==> src/inc/acp_pkg.sv <==
// shared constants and types of the aux control and dual pointer block
package acp_pkg;
  localparam int ADDR_W = 4;
  localparam logic [3:0] REG_AUX = 4'h0;
  localparam logic [3:0] REG_AUX_INC = 4'h1;
  localparam logic [3:0] REG_PTR_LO = 4'h2;
  localparam logic [3:0] REG_PTR_HI = 4'h3;
  localparam logic [3:0] REG_IRQ_STAT = 4'h4;
  localparam logic [3:0] REG_IRQ_EN = 4'h5;
  localparam logic [3:0] REG_IRQ_CLR = 4'h6;
  localparam logic [7:0] AUX_RESET = 8'h00;
  localparam logic [7:0] AUX_WMASK = 8'hF1;
  localparam logic [7:0] AUX_SEL_MASK = 8'h01;
  localparam int AUX_KBF = 7;
  localparam int AUX_BOD = 6;
  localparam int AUX_BOI = 5;
  localparam int AUX_LOW_POWER_PROG_BIT = 4;
  localparam int AUX_SOFT_RESET_BIT = 3;
  localparam int AUX_ZERO = 2;
  localparam int AUX_SEL = 0;
  localparam logic [15:0] PTR_RESET = 16'h0000;
  localparam logic [15:0] PTR_ONE = 16'h0001;
  localparam logic [15:0] RESET_VECTOR = 16'h0000;
  localparam int IRQ_W = 2;
  localparam int IRQ_KBD = 0;
  localparam int IRQ_PROG = 1;
  localparam logic [15:0] SIG_ADDR0 = 16'hFC30;
  localparam logic [15:0] SIG_ADDR1 = 16'hFC31;
  localparam logic [15:0] SIG_ADDR2 = 16'hFC60;
  localparam logic [15:0] CUST_FIRST = 16'hFCE0;
  localparam logic [15:0] CUST_LAST = 16'hFCFF;
  localparam int CUST_DEPTH = 32;
  localparam logic [15:0] CFG1_ADDR = 16'hFD00;
  localparam logic [15:0] CFG2_ADDR = 16'hFD01;
  localparam logic [7:0] UNPROG_BYTE = 8'hFF;
  localparam logic [7:0] PCMD_WRITE = 8'h01;
  localparam logic [7:0] PCMD_READ = 8'h02;
  localparam logic [4:0] PROG_HDR_LAST = 5'h17;
  localparam logic [4:0] PROG_BYTE_LAST = 5'h07;
  typedef enum logic [1:0] {
    ACP_IDLE = 2'b00,
    ACP_HDR = 2'b01,
    ACP_WDATA = 2'b10,
    ACP_RDATA = 2'b11
  } acp_prog_state_t;
endpackage

==> src/acp_info_mem.sv <==
// signature, customer code and config bytes with serial programming
`timescale 1ns/10ps
module acp_info_mem import acp_pkg::*; #(
  parameter logic [7:0] SIG0 = 8'h11, // arbitrary identity value
  parameter logic [7:0] SIG1 = 8'h22, // arbitrary identity value
  parameter logic [7:0] SIG2 = 8'h33 // arbitrary identity value
) (
  input wire logic clk,
  input wire logic reset_n,
  input wire logic ce,
  input wire logic prog_mode,
  input wire logic prog_clk,
  input wire logic prog_dat,
  input wire logic [15:0] rd_addr,
  output logic [7:0] rd_data,
  output logic prog_dat_out,
  output logic prog_dat_oe_n,
  output logic prog_wr_done
);
  acp_prog_state_t state_reg;
  logic pclk_d_reg;
  logic [4:0] cnt_reg;
  logic [23:0] hdr_reg;
  logic [7:0] shift_reg;
  logic [7:0] cust_reg [CUST_DEPTH];
  logic [7:0] cfg1_reg;
  logic [7:0] cfg2_reg;
  logic rise;
  logic mem_wr;
  logic [15:0] hdr_addr;
  logic [7:0] wr_byte;
  logic [7:0] hdr_byte;

  function automatic logic [7:0] lookup(input logic [15:0] a);
    logic [7:0] v;
    v = UNPROG_BYTE;
    if (a == SIG_ADDR0) v = SIG0;
    else if (a == SIG_ADDR1) v = SIG1;
    else if (a == SIG_ADDR2) v = SIG2;
    else if (a >= CUST_FIRST && a <= CUST_LAST) v = cust_reg[a[4:0]];
    else if (a == CFG1_ADDR) v = cfg1_reg;
    else if (a == CFG2_ADDR) v = cfg2_reg;
    return v;
  endfunction

  assign rise = prog_clk & ~pclk_d_reg;
  assign hdr_addr = hdr_reg[15:0];
  assign wr_byte = {shift_reg[6:0], prog_dat};
  assign mem_wr = ce && rise && state_reg == ACP_WDATA &&
                  cnt_reg == PROG_BYTE_LAST;
  // always_comb also wakes on the storage read inside lookup
  always_comb begin
    rd_data = lookup(rd_addr);
  end

  always_comb begin
    hdr_byte = lookup({hdr_reg[14:0], prog_dat});
  end

  // serial command, address and data frame on two pins
  always_ff @(posedge clk) begin
    if (!reset_n) begin
      state_reg <= ACP_IDLE;
      pclk_d_reg <= 1'b0;
      cnt_reg <= '0;
      hdr_reg <= '0;
      shift_reg <= '0;
      prog_dat_out <= 1'b0;
      prog_dat_oe_n <= 1'b1;
      prog_wr_done <= 1'b0;
    end else if (ce) begin
      pclk_d_reg <= prog_clk;
      prog_wr_done <= mem_wr;
      if (!prog_mode) begin
        state_reg <= ACP_IDLE;
        prog_dat_oe_n <= 1'b1;
        cnt_reg <= '0;
      end else if (state_reg == ACP_IDLE) begin
        state_reg <= ACP_HDR;
      end else if (rise) begin
        cnt_reg <= 5'(cnt_reg + 5'h01);
        case (state_reg)
          ACP_HDR: begin
            hdr_reg <= {hdr_reg[22:0], prog_dat};
            if (cnt_reg == PROG_HDR_LAST) begin
              cnt_reg <= '0;
              if (hdr_reg[22:15] == PCMD_WRITE) begin
                state_reg <= ACP_WDATA;
              end else if (hdr_reg[22:15] == PCMD_READ) begin
                state_reg <= ACP_RDATA;
                shift_reg <= hdr_byte;
                prog_dat_out <= hdr_byte[7];
                prog_dat_oe_n <= 1'b0;
              end
            end
          end
          ACP_WDATA: begin
            shift_reg <= wr_byte;
            if (cnt_reg == PROG_BYTE_LAST) begin
              cnt_reg <= '0;
              state_reg <= ACP_HDR;
            end
          end
          ACP_RDATA: begin
            shift_reg <= {shift_reg[6:0], 1'b0};
            prog_dat_out <= shift_reg[6];
            if (cnt_reg == PROG_BYTE_LAST) begin
              cnt_reg <= '0;
              state_reg <= ACP_HDR;
              prog_dat_oe_n <= 1'b1;
            end
          end
          default: state_reg <= ACP_IDLE;
        endcase
      end
    end
  end

  // customer bytes share the programming path of the config bytes
  genvar i;
  generate
    for (i = 0; i < CUST_DEPTH; i++) begin : g_cust
      always_ff @(posedge clk) begin
        if (!reset_n) begin
          cust_reg[i] <= UNPROG_BYTE;
        end else if (mem_wr && hdr_addr >= CUST_FIRST &&
                     hdr_addr <= CUST_LAST && hdr_addr[4:0] == 5'(i)) begin
          cust_reg[i] <= wr_byte;
        end
      end
    end
  endgenerate

  always_ff @(posedge clk) begin
    if (!reset_n) begin
      cfg1_reg <= UNPROG_BYTE;
      cfg2_reg <= UNPROG_BYTE;
    end else if (mem_wr) begin
      if (hdr_addr == CFG1_ADDR) cfg1_reg <= wr_byte;
      if (hdr_addr == CFG2_ADDR) cfg2_reg <= wr_byte;
    end
  end
endmodule

==> src/acp_aux_ctrl.sv <==
// aux control register, dual data pointer and info space read path
`timescale 1ns/10ps
module acp_aux_ctrl import acp_pkg::*; #(
  parameter int KBD_W = 8
) (
  input wire logic clk,
  input wire logic reset_n,
  input wire logic ce,
  input wire logic wdt_reset,
  input wire logic [ADDR_W-1:0] reg_addr,
  input wire logic [7:0] reg_wdata,
  input wire logic reg_wr,
  input wire logic reg_rd,
  output logic [7:0] reg_rdata,
  input wire logic core_ptr_inc,
  input wire logic core_ptr_load,
  input wire logic [15:0] core_load_value,
  input wire logic [7:0] core_acc,
  input wire logic core_jump,
  input wire logic core_code_read,
  input wire logic core_move_read,
  output logic [15:0] core_jump_addr,
  output logic core_jump_valid,
  output logic [7:0] core_rdata,
  output logic core_rvalid,
  output logic core_reset,
  input wire logic [KBD_W-1:0] kbd_pin_n,
  input wire logic [KBD_W-1:0] kbd_pin_en,
  input wire logic prog_mode_pin,
  input wire logic prog_clk_pin,
  input wire logic prog_dat_in,
  output logic prog_dat_out,
  output logic prog_dat_oe_n,
  output logic brownout_off_bit,
  output logic brownout_irq_bit,
  output logic low_power_prog_bit,
  output logic irq
);
  localparam int SYNC_W = KBD_W + 3;

  logic [SYNC_W-1:0] sync1_reg;
  logic [SYNC_W-1:0] sync2_reg;
  logic [KBD_W-1:0] kbd_d_reg;
  logic [7:0] aux_reg;
  logic [7:0] aux_next;
  logic [15:0] ptr_reg [2];
  logic soft_rst_reg;
  logic int_rst;
  logic [IRQ_W-1:0] stat_reg;
  logic [IRQ_W-1:0] en_reg;
  logic [IRQ_W-1:0] events;
  logic [KBD_W-1:0] kbd_now;
  logic kbd_ev;
  logic sel;
  logic [15:0] sel_ptr;
  logic [15:0] acc_addr;
  logic [15:0] info_addr;
  logic [7:0] info_data;
  logic prog_wr_done;
  logic aux_wr;
  logic inc_wr;
  logic [7:0] rd_value;

  // two-stage synchronisers for all pin inputs
  always_ff @(posedge clk) begin
    if (!reset_n) begin
      // idle pin levels: keys high, mode and clock low, data high
      sync1_reg <= {{KBD_W{1'b1}}, 3'b001};
      sync2_reg <= {{KBD_W{1'b1}}, 3'b001};
    end else if (ce) begin
      sync1_reg <= {kbd_pin_n, prog_mode_pin, prog_clk_pin, prog_dat_in};
      sync2_reg <= sync1_reg;
    end
  end

  assign kbd_now = sync2_reg[SYNC_W-1:3];
  assign int_rst = !reset_n || soft_rst_reg || wdt_reset;
  assign sel = aux_reg[AUX_SEL];
  assign sel_ptr = ptr_reg[sel];
  assign acc_addr = 16'(sel_ptr + {8'h00, core_acc});
  assign info_addr = core_move_read ? sel_ptr : acc_addr;
  assign aux_wr = ce && reg_wr && reg_addr == REG_AUX;
  assign inc_wr = ce && reg_wr && reg_addr == REG_AUX_INC;
  // falling edge on an enabled keyboard pin
  assign kbd_ev = |(kbd_pin_en & kbd_d_reg & ~kbd_now);
  assign events = {prog_wr_done, kbd_ev};

  acp_info_mem u_info (
    .clk(clk),
    .reset_n(reset_n),
    .ce(ce),
    .prog_mode(sync2_reg[2]),
    .prog_clk(sync2_reg[1]),
    .prog_dat(sync2_reg[0]),
    .rd_addr(info_addr),
    .rd_data(info_data),
    .prog_dat_out(prog_dat_out),
    .prog_dat_oe_n(prog_dat_oe_n),
    .prog_wr_done(prog_wr_done)
  );

  always_ff @(posedge clk) begin
    if (int_rst) begin
      // follow the pins so a key held over a soft or watchdog reset is no new edge
      kbd_d_reg <= kbd_now;
    end else if (ce) begin
      kbd_d_reg <= kbd_now;
    end
  end

  // soft reset request: one cycle, then common reset path
  always_ff @(posedge clk) begin
    if (!reset_n) begin
      soft_rst_reg <= 1'b0;
    end else begin
      soft_rst_reg <= aux_wr && reg_wdata[AUX_SOFT_RESET_BIT] && !int_rst;
    end
  end

  // core restarts at the reset vector while this is high
  always_ff @(posedge clk) begin
    core_reset <= int_rst;
  end

  always_comb begin
    aux_next = aux_reg;
    if (aux_wr) begin
      aux_next = reg_wdata & AUX_WMASK;
    end else if (inc_wr) begin
      aux_next = aux_reg ^ AUX_SEL_MASK;
    end
    aux_next[AUX_KBF] = aux_next[AUX_KBF] | kbd_ev;
  end

  always_ff @(posedge clk) begin
    if (int_rst) begin
      aux_reg <= AUX_RESET;
    end else if (ce) begin
      aux_reg <= aux_next;
    end
  end

  assign brownout_off_bit = aux_reg[AUX_BOD];
  assign brownout_irq_bit = aux_reg[AUX_BOI];
  assign low_power_prog_bit = aux_reg[AUX_LOW_POWER_PROG_BIT];

  // only the selected pointer sees loads, increments and byte writes
  genvar g;
  generate
    for (g = 0; g < 2; g++) begin : g_ptr
      always_ff @(posedge clk) begin
        if (int_rst) begin
          ptr_reg[g] <= PTR_RESET;
        end else if (ce && sel == 1'(g)) begin
          if (core_ptr_load) begin
            ptr_reg[g] <= core_load_value;
          end else if (core_ptr_inc) begin
            ptr_reg[g] <= 16'(ptr_reg[g] + PTR_ONE);
          end else if (reg_wr && reg_addr == REG_PTR_LO) begin
            ptr_reg[g][7:0] <= reg_wdata;
          end else if (reg_wr && reg_addr == REG_PTR_HI) begin
            ptr_reg[g][15:8] <= reg_wdata;
          end
        end
      end
    end
  endgenerate

  // core-facing address and read results
  always_ff @(posedge clk) begin
    if (int_rst) begin
      core_jump_addr <= RESET_VECTOR;
      core_jump_valid <= 1'b0;
      core_rdata <= 8'h00;
      core_rvalid <= 1'b0;
    end else if (ce) begin
      core_jump_valid <= core_jump;
      core_rvalid <= core_code_read || core_move_read;
      if (core_jump) core_jump_addr <= acc_addr;
      if (core_code_read || core_move_read) begin
        core_rdata <= info_data;
      end
    end
  end

  // sticky status, set wins over clear
  always_ff @(posedge clk) begin
    if (int_rst) begin
      stat_reg <= '0;
      en_reg <= '0;
    end else if (ce) begin
      if (reg_wr && reg_addr == REG_IRQ_CLR) begin
        stat_reg <= (stat_reg & ~reg_wdata[IRQ_W-1:0]) | events;
      end else begin
        stat_reg <= stat_reg | events;
      end
      if (reg_wr && reg_addr == REG_IRQ_EN) en_reg <= reg_wdata[IRQ_W-1:0];
    end
  end

  always_ff @(posedge clk) begin
    if (int_rst) begin
      irq <= 1'b0;
    end else if (ce) begin
      irq <= |(stat_reg & en_reg);
    end
  end

  always_comb begin
    case (reg_addr)
      REG_AUX: rd_value = aux_reg & AUX_WMASK;
      REG_PTR_LO: rd_value = sel_ptr[7:0];
      REG_PTR_HI: rd_value = sel_ptr[15:8];
      REG_IRQ_STAT: rd_value = {{(8-IRQ_W){1'b0}}, stat_reg};
      REG_IRQ_EN: rd_value = {{(8-IRQ_W){1'b0}}, en_reg};
      default: rd_value = 8'h00;
    endcase
  end

  always_ff @(posedge clk) begin
    if (int_rst) begin
      reg_rdata <= 8'h00;
    end else if (ce) begin
      reg_rdata <= reg_rd ? rd_value : 8'h00;
    end
  end

  soft_reset_a: assert property (@(posedge clk) disable iff (!reset_n)
    aux_wr && reg_wdata[AUX_SOFT_RESET_BIT] && !int_rst |=> soft_rst_reg ##1
    (core_reset && aux_reg == AUX_RESET && ptr_reg[0] == PTR_RESET))
    else $error("soft reset did not clear state");

  reset_path_a: assert property (@(posedge clk) disable iff (!reset_n)
    wdt_reset |=> core_reset && aux_reg == AUX_RESET && !aux_reg[AUX_SOFT_RESET_BIT])
    else $error("reset path did not clear aux register");

  bit_two_zero_a: assert property (@(posedge clk) disable iff (!reset_n)
    !aux_reg[AUX_ZERO] && !aux_reg[1])
    else $error("wired zero bit set");

  inc_toggle_a: assert property (@(posedge clk) disable iff (!reset_n)
    inc_wr && !int_rst && !kbd_ev && !soft_rst_reg |=>
    aux_reg == ($past(aux_reg) ^ AUX_SEL_MASK))
    else $error("increment changed more than select");

  ptr_inc_a: assert property (@(posedge clk) disable iff (!reset_n)
    ce && core_ptr_inc && !core_ptr_load && !int_rst && !inc_wr && !aux_wr
    |=> ptr_reg[$past(sel)] == 16'($past(sel_ptr) + PTR_ONE) &&
    ptr_reg[!$past(sel)] == $past(ptr_reg[!sel]))
    else $error("pointer increment wrong");

  ptr_load_a: assert property (@(posedge clk) disable iff (!reset_n)
    ce && core_ptr_load && !int_rst |=>
    ptr_reg[$past(sel)] == $past(core_load_value))
    else $error("pointer load wrong");

  jump_addr_a: assert property (@(posedge clk) disable iff (!reset_n)
    ce && core_jump && !int_rst |=> core_jump_valid &&
    core_jump_addr == 16'($past(sel_ptr) + {8'h00, $past(core_acc)}))
    else $error("jump address not from selected pointer");

  ptr_byte_a: assert property (@(posedge clk) disable iff (!reset_n)
    ce && reg_rd && reg_addr == REG_PTR_HI && !int_rst |=>
    reg_rdata == $past(sel_ptr[15:8]))
    else $error("pointer high byte read wrong");

  kbd_sticky_a: assert property (@(posedge clk) disable iff (!reset_n)
    aux_reg[AUX_KBF] && !aux_wr && !int_rst |=> aux_reg[AUX_KBF])
    else $error("keyboard flag lost");

  kbd_set_a: assert property (@(posedge clk) disable iff (!reset_n)
    ce && kbd_ev && !int_rst |=> aux_reg[AUX_KBF] && stat_reg[IRQ_KBD])
    else $error("keyboard event not flagged");

  sig_read_a: assert property (@(posedge clk) disable iff (!reset_n)
    ce && core_code_read && !core_move_read && !int_rst &&
    acc_addr == SIG_ADDR0 |=> core_rvalid && core_rdata == u_info.SIG0)
    else $error("signature byte read wrong");
endmodule

==> config.mk <==
export PLATFORM = sky130hd
export DESIGN_NAME = acp_aux_ctrl
export DESIGN_NICKNAME = d
export VERILOG_FILES = /design/src/inc/acp_pkg.sv /design/src/acp_info_mem.sv /design/src/acp_aux_ctrl.sv
export SDC_FILE = /design/constraint.sdc
export NUM_CORES = 1
export LEC_CHECK = 0
export ABC_AREA = 1
export BUFFER_PORTS_ARGS = -buffer_cell sky130_fd_sc_hd__buf_2
export CORE_AREA = 2 2 244 246
export DETAILED_ROUTE_END_ITERATION = 16
export DIE_AREA = 0 0 246 248
export MAX_ROUTING_LAYER = met4
export REMOVE_ABC_BUFFERS = 1
export SLEW_MARGIN = 20
export SYNTH_ARGS = -nofsm -noshare
export SYNTH_HDL_FRONTEND = slang
export SYNTH_SLANG_ARGS = --single-unit
export TNS_END_PERCENT = 20
==> constraint.sdc <==
create_clock -name clk -period 3.2 [get_ports clk]
set_clock_uncertainty 0.2 [all_clocks]
set_input_delay 0.48 -clock clk [delete_from_list [all_inputs] [get_ports clk]]
set_output_delay 0.48 -clock clk [all_outputs]
set_load 0.05 [all_outputs]
==> summary.txt, run 1 <==
Worst Setup Start Kind -> register
PortBufs -> 106
Die Span Y -> 248 um
GPL Wtd Cong -> 0.997
Worst reg-to-reg setup slack -> -90 ps
Synth Cell Area -> 23200 sq um
IO Count -> 107
Die area -> 61000 sq um
Lkg Pwr -> 11.6 nW
Post-synth ARST share -> 0%
Fin Setup TNS -> -174 ps
Yosys warning count -> 0
Clock buffer count from CTS -> 49
CTS tree -> done
Initial antenna violation count -> 5
WP data arrival -> 3610 ps
Cells after DPL -> 3869
Drt drc -> 0
FF-to-FF End -> core_rdata[7]$_SDFFE_PN0P_
Clock Pin Slew Worst Setup and Hold Paths -> 60 ps
Vias in the first global route -> 21100
Largest net degree at the start of global routing -> 101
Global-route wire length before repair -> 132000 um
Netlist cell types -> 56
CTS Sinks -> 422
Die W -> 246 um
Largest register FFs -> 256
Worst Hold End -> u_info.pclk_d_reg$_SDFFE_PN0P_
Crit share post-route -> 103%
Area contributors post-synth -> edfxtp_1, nand2_1, dfxtp_1
Fmax -> 304 MHz
Place WS -> -239 ps
WL per Instance -> 22.4 um
Sequential share of the synthesized area -> 49.2%
Routed WL -> 89800 um
All-Layer GR Usage -> 29.6%
Least-Margin Pin Slew -> 788 ps
Fin cells -> 4004
Final ANT Viol Nets -> 0
H-tree levels -> 2
Status -> complete, but fails checks
Peak supply drop -> 0.000377 V
Cells after Synth -> 2923
Post-synth EDFFs -> 296
Top_reg_cell synth -> edfxtp_1
Final hold violations -> 0
PD cells -> 495 nW/um^2
1st-pass router iterations -> 7
Crit path time final -> 3290 ps
Final Max Tran Viols -> 0
Yosys top cell by area -> edfxtp_1
Setup CP Type -> register to register
Synth Register Bits -> 422
Initial Utilization -> 39.7%
Max clock buf depth -> 3
Cell depth of the worst flop-to-flop path -> 19
Layout cells sized above 1 -> 17.0%
Core area -> 58500 sq um
Most common cell after layout, fill and taps aside -> nand2_1
Avg Inst Size Synth -> 7.93 sq um
Area grow syn2layout -> 21.8%
DR iter-0 viols -> 2691
Finished Core Util -> 48.3%
Failing checks -> setup timing
Hold Path Class -> input port to register
Most frequent cells in the layout -> nand2_1, edfxtp_1, inv_1
Vias -> 22700
Setup violators final -> 4
CP endpoint kind -> register
Max_cap viols -> 0
Nets@finish -> 3267
Required @ worst endpoint -> 3520 ps
HP Start -> ce
Worst Hold Depth -> 3
Top cell type's share of synthesized area -> 38.3%
Gr ovfl total -> 0
Via density -> 5.66
Later-pin clock latency in the skew report -> 610 ps
Worst setup margin -> -86.5 ps
Slew headroom -> 47.5%
Maximum fanout along the worst path -> 13
# rows -> 89
RSZ-0062 raised after global routing -> true
Post-DP HPWL -> 62000 um
Clock root buffer -> clkbuf_16
[worst max path at each step]
stage,from,end,slack (ps)
after floorplan,sync2_reg[0]$_SDFFE_PN1P_,u_info.shift_reg[0]$_SDFFE_PN0P_,-1960
after detailed placement,register,core_rdata[7]$_SDFFE_PN0P_,-240
after global placement,core_acc[0],core_rdata[3]$_SDFFE_PN0P_,-180
after global routing,ptr_reg[1][0]$_SDFFCE_PN0P_,core_rdata[7]$_SDFFE_PN0P_,-230
final,register,core_rdata[7]$_SDFFE_PN0P_,-90
after CTS,register,core_rdata[3]$_SDFFE_PN0P_,-10
[layer usage]
layer	routed length, um	GRT usage, %
met5	0	-
met4	3290	11.0
met3	8780	5.24
met2	39600	44.6
met1	38100	39.8
[area by class of cell]
type	instances	area (sq um)
multi-input combinational	2051	10300
sequential	422	11400
tap	773	967
inverter	292	1100
clock buffer	60	1310
timing repair buffer	373	2930
clock inverter	30	246
antenna	3	7.51
fill	5701	30200
[cells by family after synthesis]
group                    synth area share [%]
multiplexers                           0.0486
AND/OR/NAND/NOR                          25.6
flip-flops                               49.2
AO/OA/AOI/OAI                            16.3
buffers and inverters                    7.68
adder cells (fa/ha/maj)                 0.680
XOR/XNOR                                0.491
[synth_stat cells (all sizes together) (5+ instances only)]
cell,number
clkinv,11
a21oi,149
inv,281
buf,52
o2111ai,29
clkbuf,107
a221oi,13
nor3,59
edfxtp,296
nand4,29
o21ai,248
nand2,950
ha,11
o221ai,44
nand3,197
xnor2,5
xor2,8
o211ai,91
o22ai,16
dfxtp,126
nor2,162
nand3b,5
a22oi,9
[critical path, stage by stage, from the launching register on]
cell and delay, ps:
dfxtp_4 360, buf_12 150, o21ai_4 220, fa_2 520
inv_2 110, nand2_2 70, o21ai_4 140, nor2_4 100
buf_12 160, clkbuf_16 170, buf_4 140, nand2_1 50
o2111ai_1 190, nand3_1 120, nand2_1 80, nand2_2 110
nand2_1 60, nand2_1 50, nand3_1 70, a21oi_1 140
[stage by stage]
step | total power [mW] | hold slack, ps | area, sq um
floorplan | 7.29 | 208 | 22500
detailed placement | 8.29 | 237 | 25900
global placement | 8.28 | 215 | 25900
CTS | 13.9 | 2.18 | 27800
finish | 14.0 | 26.4 | 28200
global route | 14.4 | 22.4 | 28200
[where the power goes]
part	leakage [nW]	total, mW	switching (mW)	internal [mW]
clock	0.758	5.54	2.38	3.16
combinational	6.77	2.21	1.45	0.762
sequential	4.04	6.22	0.158	6.07
total	11.6	14.0	3.99	9.98
[what timing repair did]
action                                  CTS  global route
endpoints found under the setup margin    8             8
pin swaps                                 9            25
endpoints found under the hold margin    19             0
cloned                                    0             7
buffers inserted                          5            11
hold buffers                             19             0
resized for setup                        35            38
Power figures use the tool's default switching activity.
==> inputs of run 2 (changes only) <==
--- a/config.mk
+++ b/config.mk
@@ -11,6 +11,7 @@
 export DETAILED_ROUTE_END_ITERATION = 16
 export DIE_AREA = 0 0 246 248
 export MAX_ROUTING_LAYER = met4
+export RECOVER_POWER = 100
 export REMOVE_ABC_BUFFERS = 1
 export SLEW_MARGIN = 20
 export SYNTH_ARGS = -nofsm -noshare
==> run 2 against run 1 <==
The run ends with capacitance limit, slew limit, setup timing left. Global-route usage stayed put. Die area stayed put. Non-clock buffer count stayed put. Combinational power hardly changed. Critical path depth stayed put. Total power hardly changed. Worst hold slack better by 1.6 ps. Critical endpoint unchanged. Largest power group unchanged.
==> summary.txt, run 2 (synthesis gave the netlist of run 1 again) <==
Die Span Y -> 248 um
Final hold violations -> 0
Crit path time final -> 3280 ps
Failing checks -> capacitance limit, slew limit, setup timing
Area grow syn2layout -> 21.4%
CP peak stage delay -> 510 ps
Fin cells -> 4004
Post-DP HPWL -> 62000 um
Nets@finish -> 3267
FF-to-FF End -> core_rdata[7]$_SDFFE_PN0P_
Most frequent cells in the layout -> nand2_1, edfxtp_1, inv_1
Hold Path Class -> input port to register
DR iter-0 viols -> 2718
Power share of the combinational group -> 15.8%
Core area -> 58500 sq um
Drt drc -> 0
Least-Margin Pin Slew -> 1550 ps
Global-route wire length before repair -> 132000 um
Fmax -> 305 MHz
Status -> complete, but fails checks
Setup CP Type -> register to register
NetSw -> 3.99 mW
# rows -> 89
Setup violators final -> 3
Clock share of power -> 39.6%
Later-pin clock latency in the skew report -> 610 ps
CTS tree -> done
Place WS -> -239 ps
Clock Pin Slew Worst Setup and Hold Paths -> 60 ps
Vias -> 22700
Lkg Pwr -> 11.4 nW
HP Start -> reg_wdata[1]
Max_cap viols -> 2
Die W -> 246 um
Internal power -> 9.98 mW
CP endpoint kind -> register
Final Max Tran Viols -> 73
RSZ-0062 raised after global routing -> true
Final ANT Viol Nets -> 0
Worst Setup Start Kind -> register
1st-pass router iterations -> 5
All-Layer GR Usage -> 29.6%
Clock buffer count from CTS -> 49
H-tree levels -> 2
Met1 Use GR -> 39.8%
Met2 Usage GRT -> 44.6%
GPL Wtd Cong -> 0.997
CP most frequent cell -> nand2_1
Initial Utilization -> 39.7%
Crit share post-route -> 103%
Sequential power share -> 44.6%
CP Cell Sequence -> buf_12, o21ai_4, fa_2, inv_2, nand2_2, o21ai_4, nor2_4, buf_12, clkbuf_16, buf_4, nand2_1, o2111ai_1, nand3_1, nand2_1, nand2_2, nand2_1, nand2_1, nand3_1, a21oi_1
IO Count -> 107
Worst setup margin -> -80.9 ps
Finished Core Util -> 48.2%
Met3 Use GR -> 5.24%
Max clock buf depth -> 3
Filler cells -> 5739
Clock root buffer -> clkbuf_16
Vias in the first global route -> 21100
WP data arrival -> 3600 ps
Layout cells sized above 1 -> 15.4%
Most common cell after layout, fill and taps aside -> nand2_1
Slowest cell on crit path -> fa_2
Worst Hold Depth -> 3
Gr busiest metal -> met2
Largest register FFs -> 256
WL per Instance -> 22.4 um
Worst Hold End -> en_reg[1]$_SDFFE_PN0P_
Worst reg-to-reg setup slack -> -80 ps
Via density -> 5.66
Peak supply drop -> 0.000378 V
Initial antenna violation count -> 3
PortBufs -> 106
Routed WL -> 89800 um
Cell depth of the worst flop-to-flop path -> 19
Die area -> 61000 sq um
Required @ worst endpoint -> 3520 ps
Switching share of power -> 28.6%
PD cells -> 496 nW/um^2
Maximum fanout along the worst path -> 13
CTS Sinks -> 422
Cells after DPL -> 3869
Slew headroom -> -3.54%
Gr ovfl total -> 0
Largest net degree at the start of global routing -> 101
[run 2: power groups by stage]
stage,Clock (mW),Combinational (mW),Sequential [mW]
after floorplan,0,0.966,6.32
after global placement,0,1.96,6.32
after detailed placement,0,1.96,6.33
after CTS,5.62,2.04,6.22
after global routing,5.80,2.35,6.24
final,5.54,2.20,6.22
[run 2: worst max-delay path: cells and delay by family, from the launching register on]
kind	cells	cell delay (ps)
and+or+nand+nor	9	710
AOI/OAI and AO/OA	4	690
adders and majority gates	1	510
DFF	1	360
buffers and inverters	5	730
[run 2: per-stage QoR]
stage               setup TNS (ps)  area [sq um]  hold WS [ps]  total power, mW
floorplan                   -25780         22500           208             7.29
global placement             -1150         25900           215             8.28
detailed placement           -1360         25900           237             8.29
CTS                          -11.6         27800          2.18             13.9
global route                 -2950         28200          22.4             14.4
finish                        -119         28200          28.0             14.0
[run 2: how the worst max path moves through the flow]
stage / endpoint / from / slack (ps)
floorplan: u_info.shift_reg[0]$_SDFFE_PN0P_ / sync2_reg[0]$_SDFFE_PN1P_ / -1960
global placement: core_rdata[3]$_SDFFE_PN0P_ / core_acc[0] / -180
detailed placement: core_rdata[7]$_SDFFE_PN0P_ / register / -240
CTS: core_rdata[3]$_SDFFE_PN0P_ / register / -10
global route: core_rdata[7]$_SDFFE_PN0P_ / ptr_reg[1][0]$_SDFFCE_PN0P_ / -230
finish: core_rdata[7]$_SDFFE_PN0P_ / register / -80
[run 2: cell type report]
class                           count  area [sq um]  share of cell area [%]
Sequential cell                   422         11400                    40.6
Multi-Input combinational cell   2051         10300                    36.4
Timing Repair Buffer              373          2850                    10.1
Clock buffer                       60          1310                    4.65
Inverter                          292          1100                    3.91
Tap cell                          773           967                    3.44
Clock inverter                     30           246                   0.876
Antenna cell                        3          7.51                  0.0267
[run 2: repair_timing]
action	CTS	global route
pin swaps	9	25
hold endpoints to repair	19	0
setup endpoints to repair	8	8
hold buffers	19	0
setup buffers	5	11
gates resized for setup	35	38
gates cloned	0	7
[run 2: routing by layer]
metal / up-vias / share of wire, %
met5: - / 0
met4: 0 / 3.5
met3: 179 / 9.6
met2: 1181 / 44
met1: 10800 / 43
li1: 10500 / -
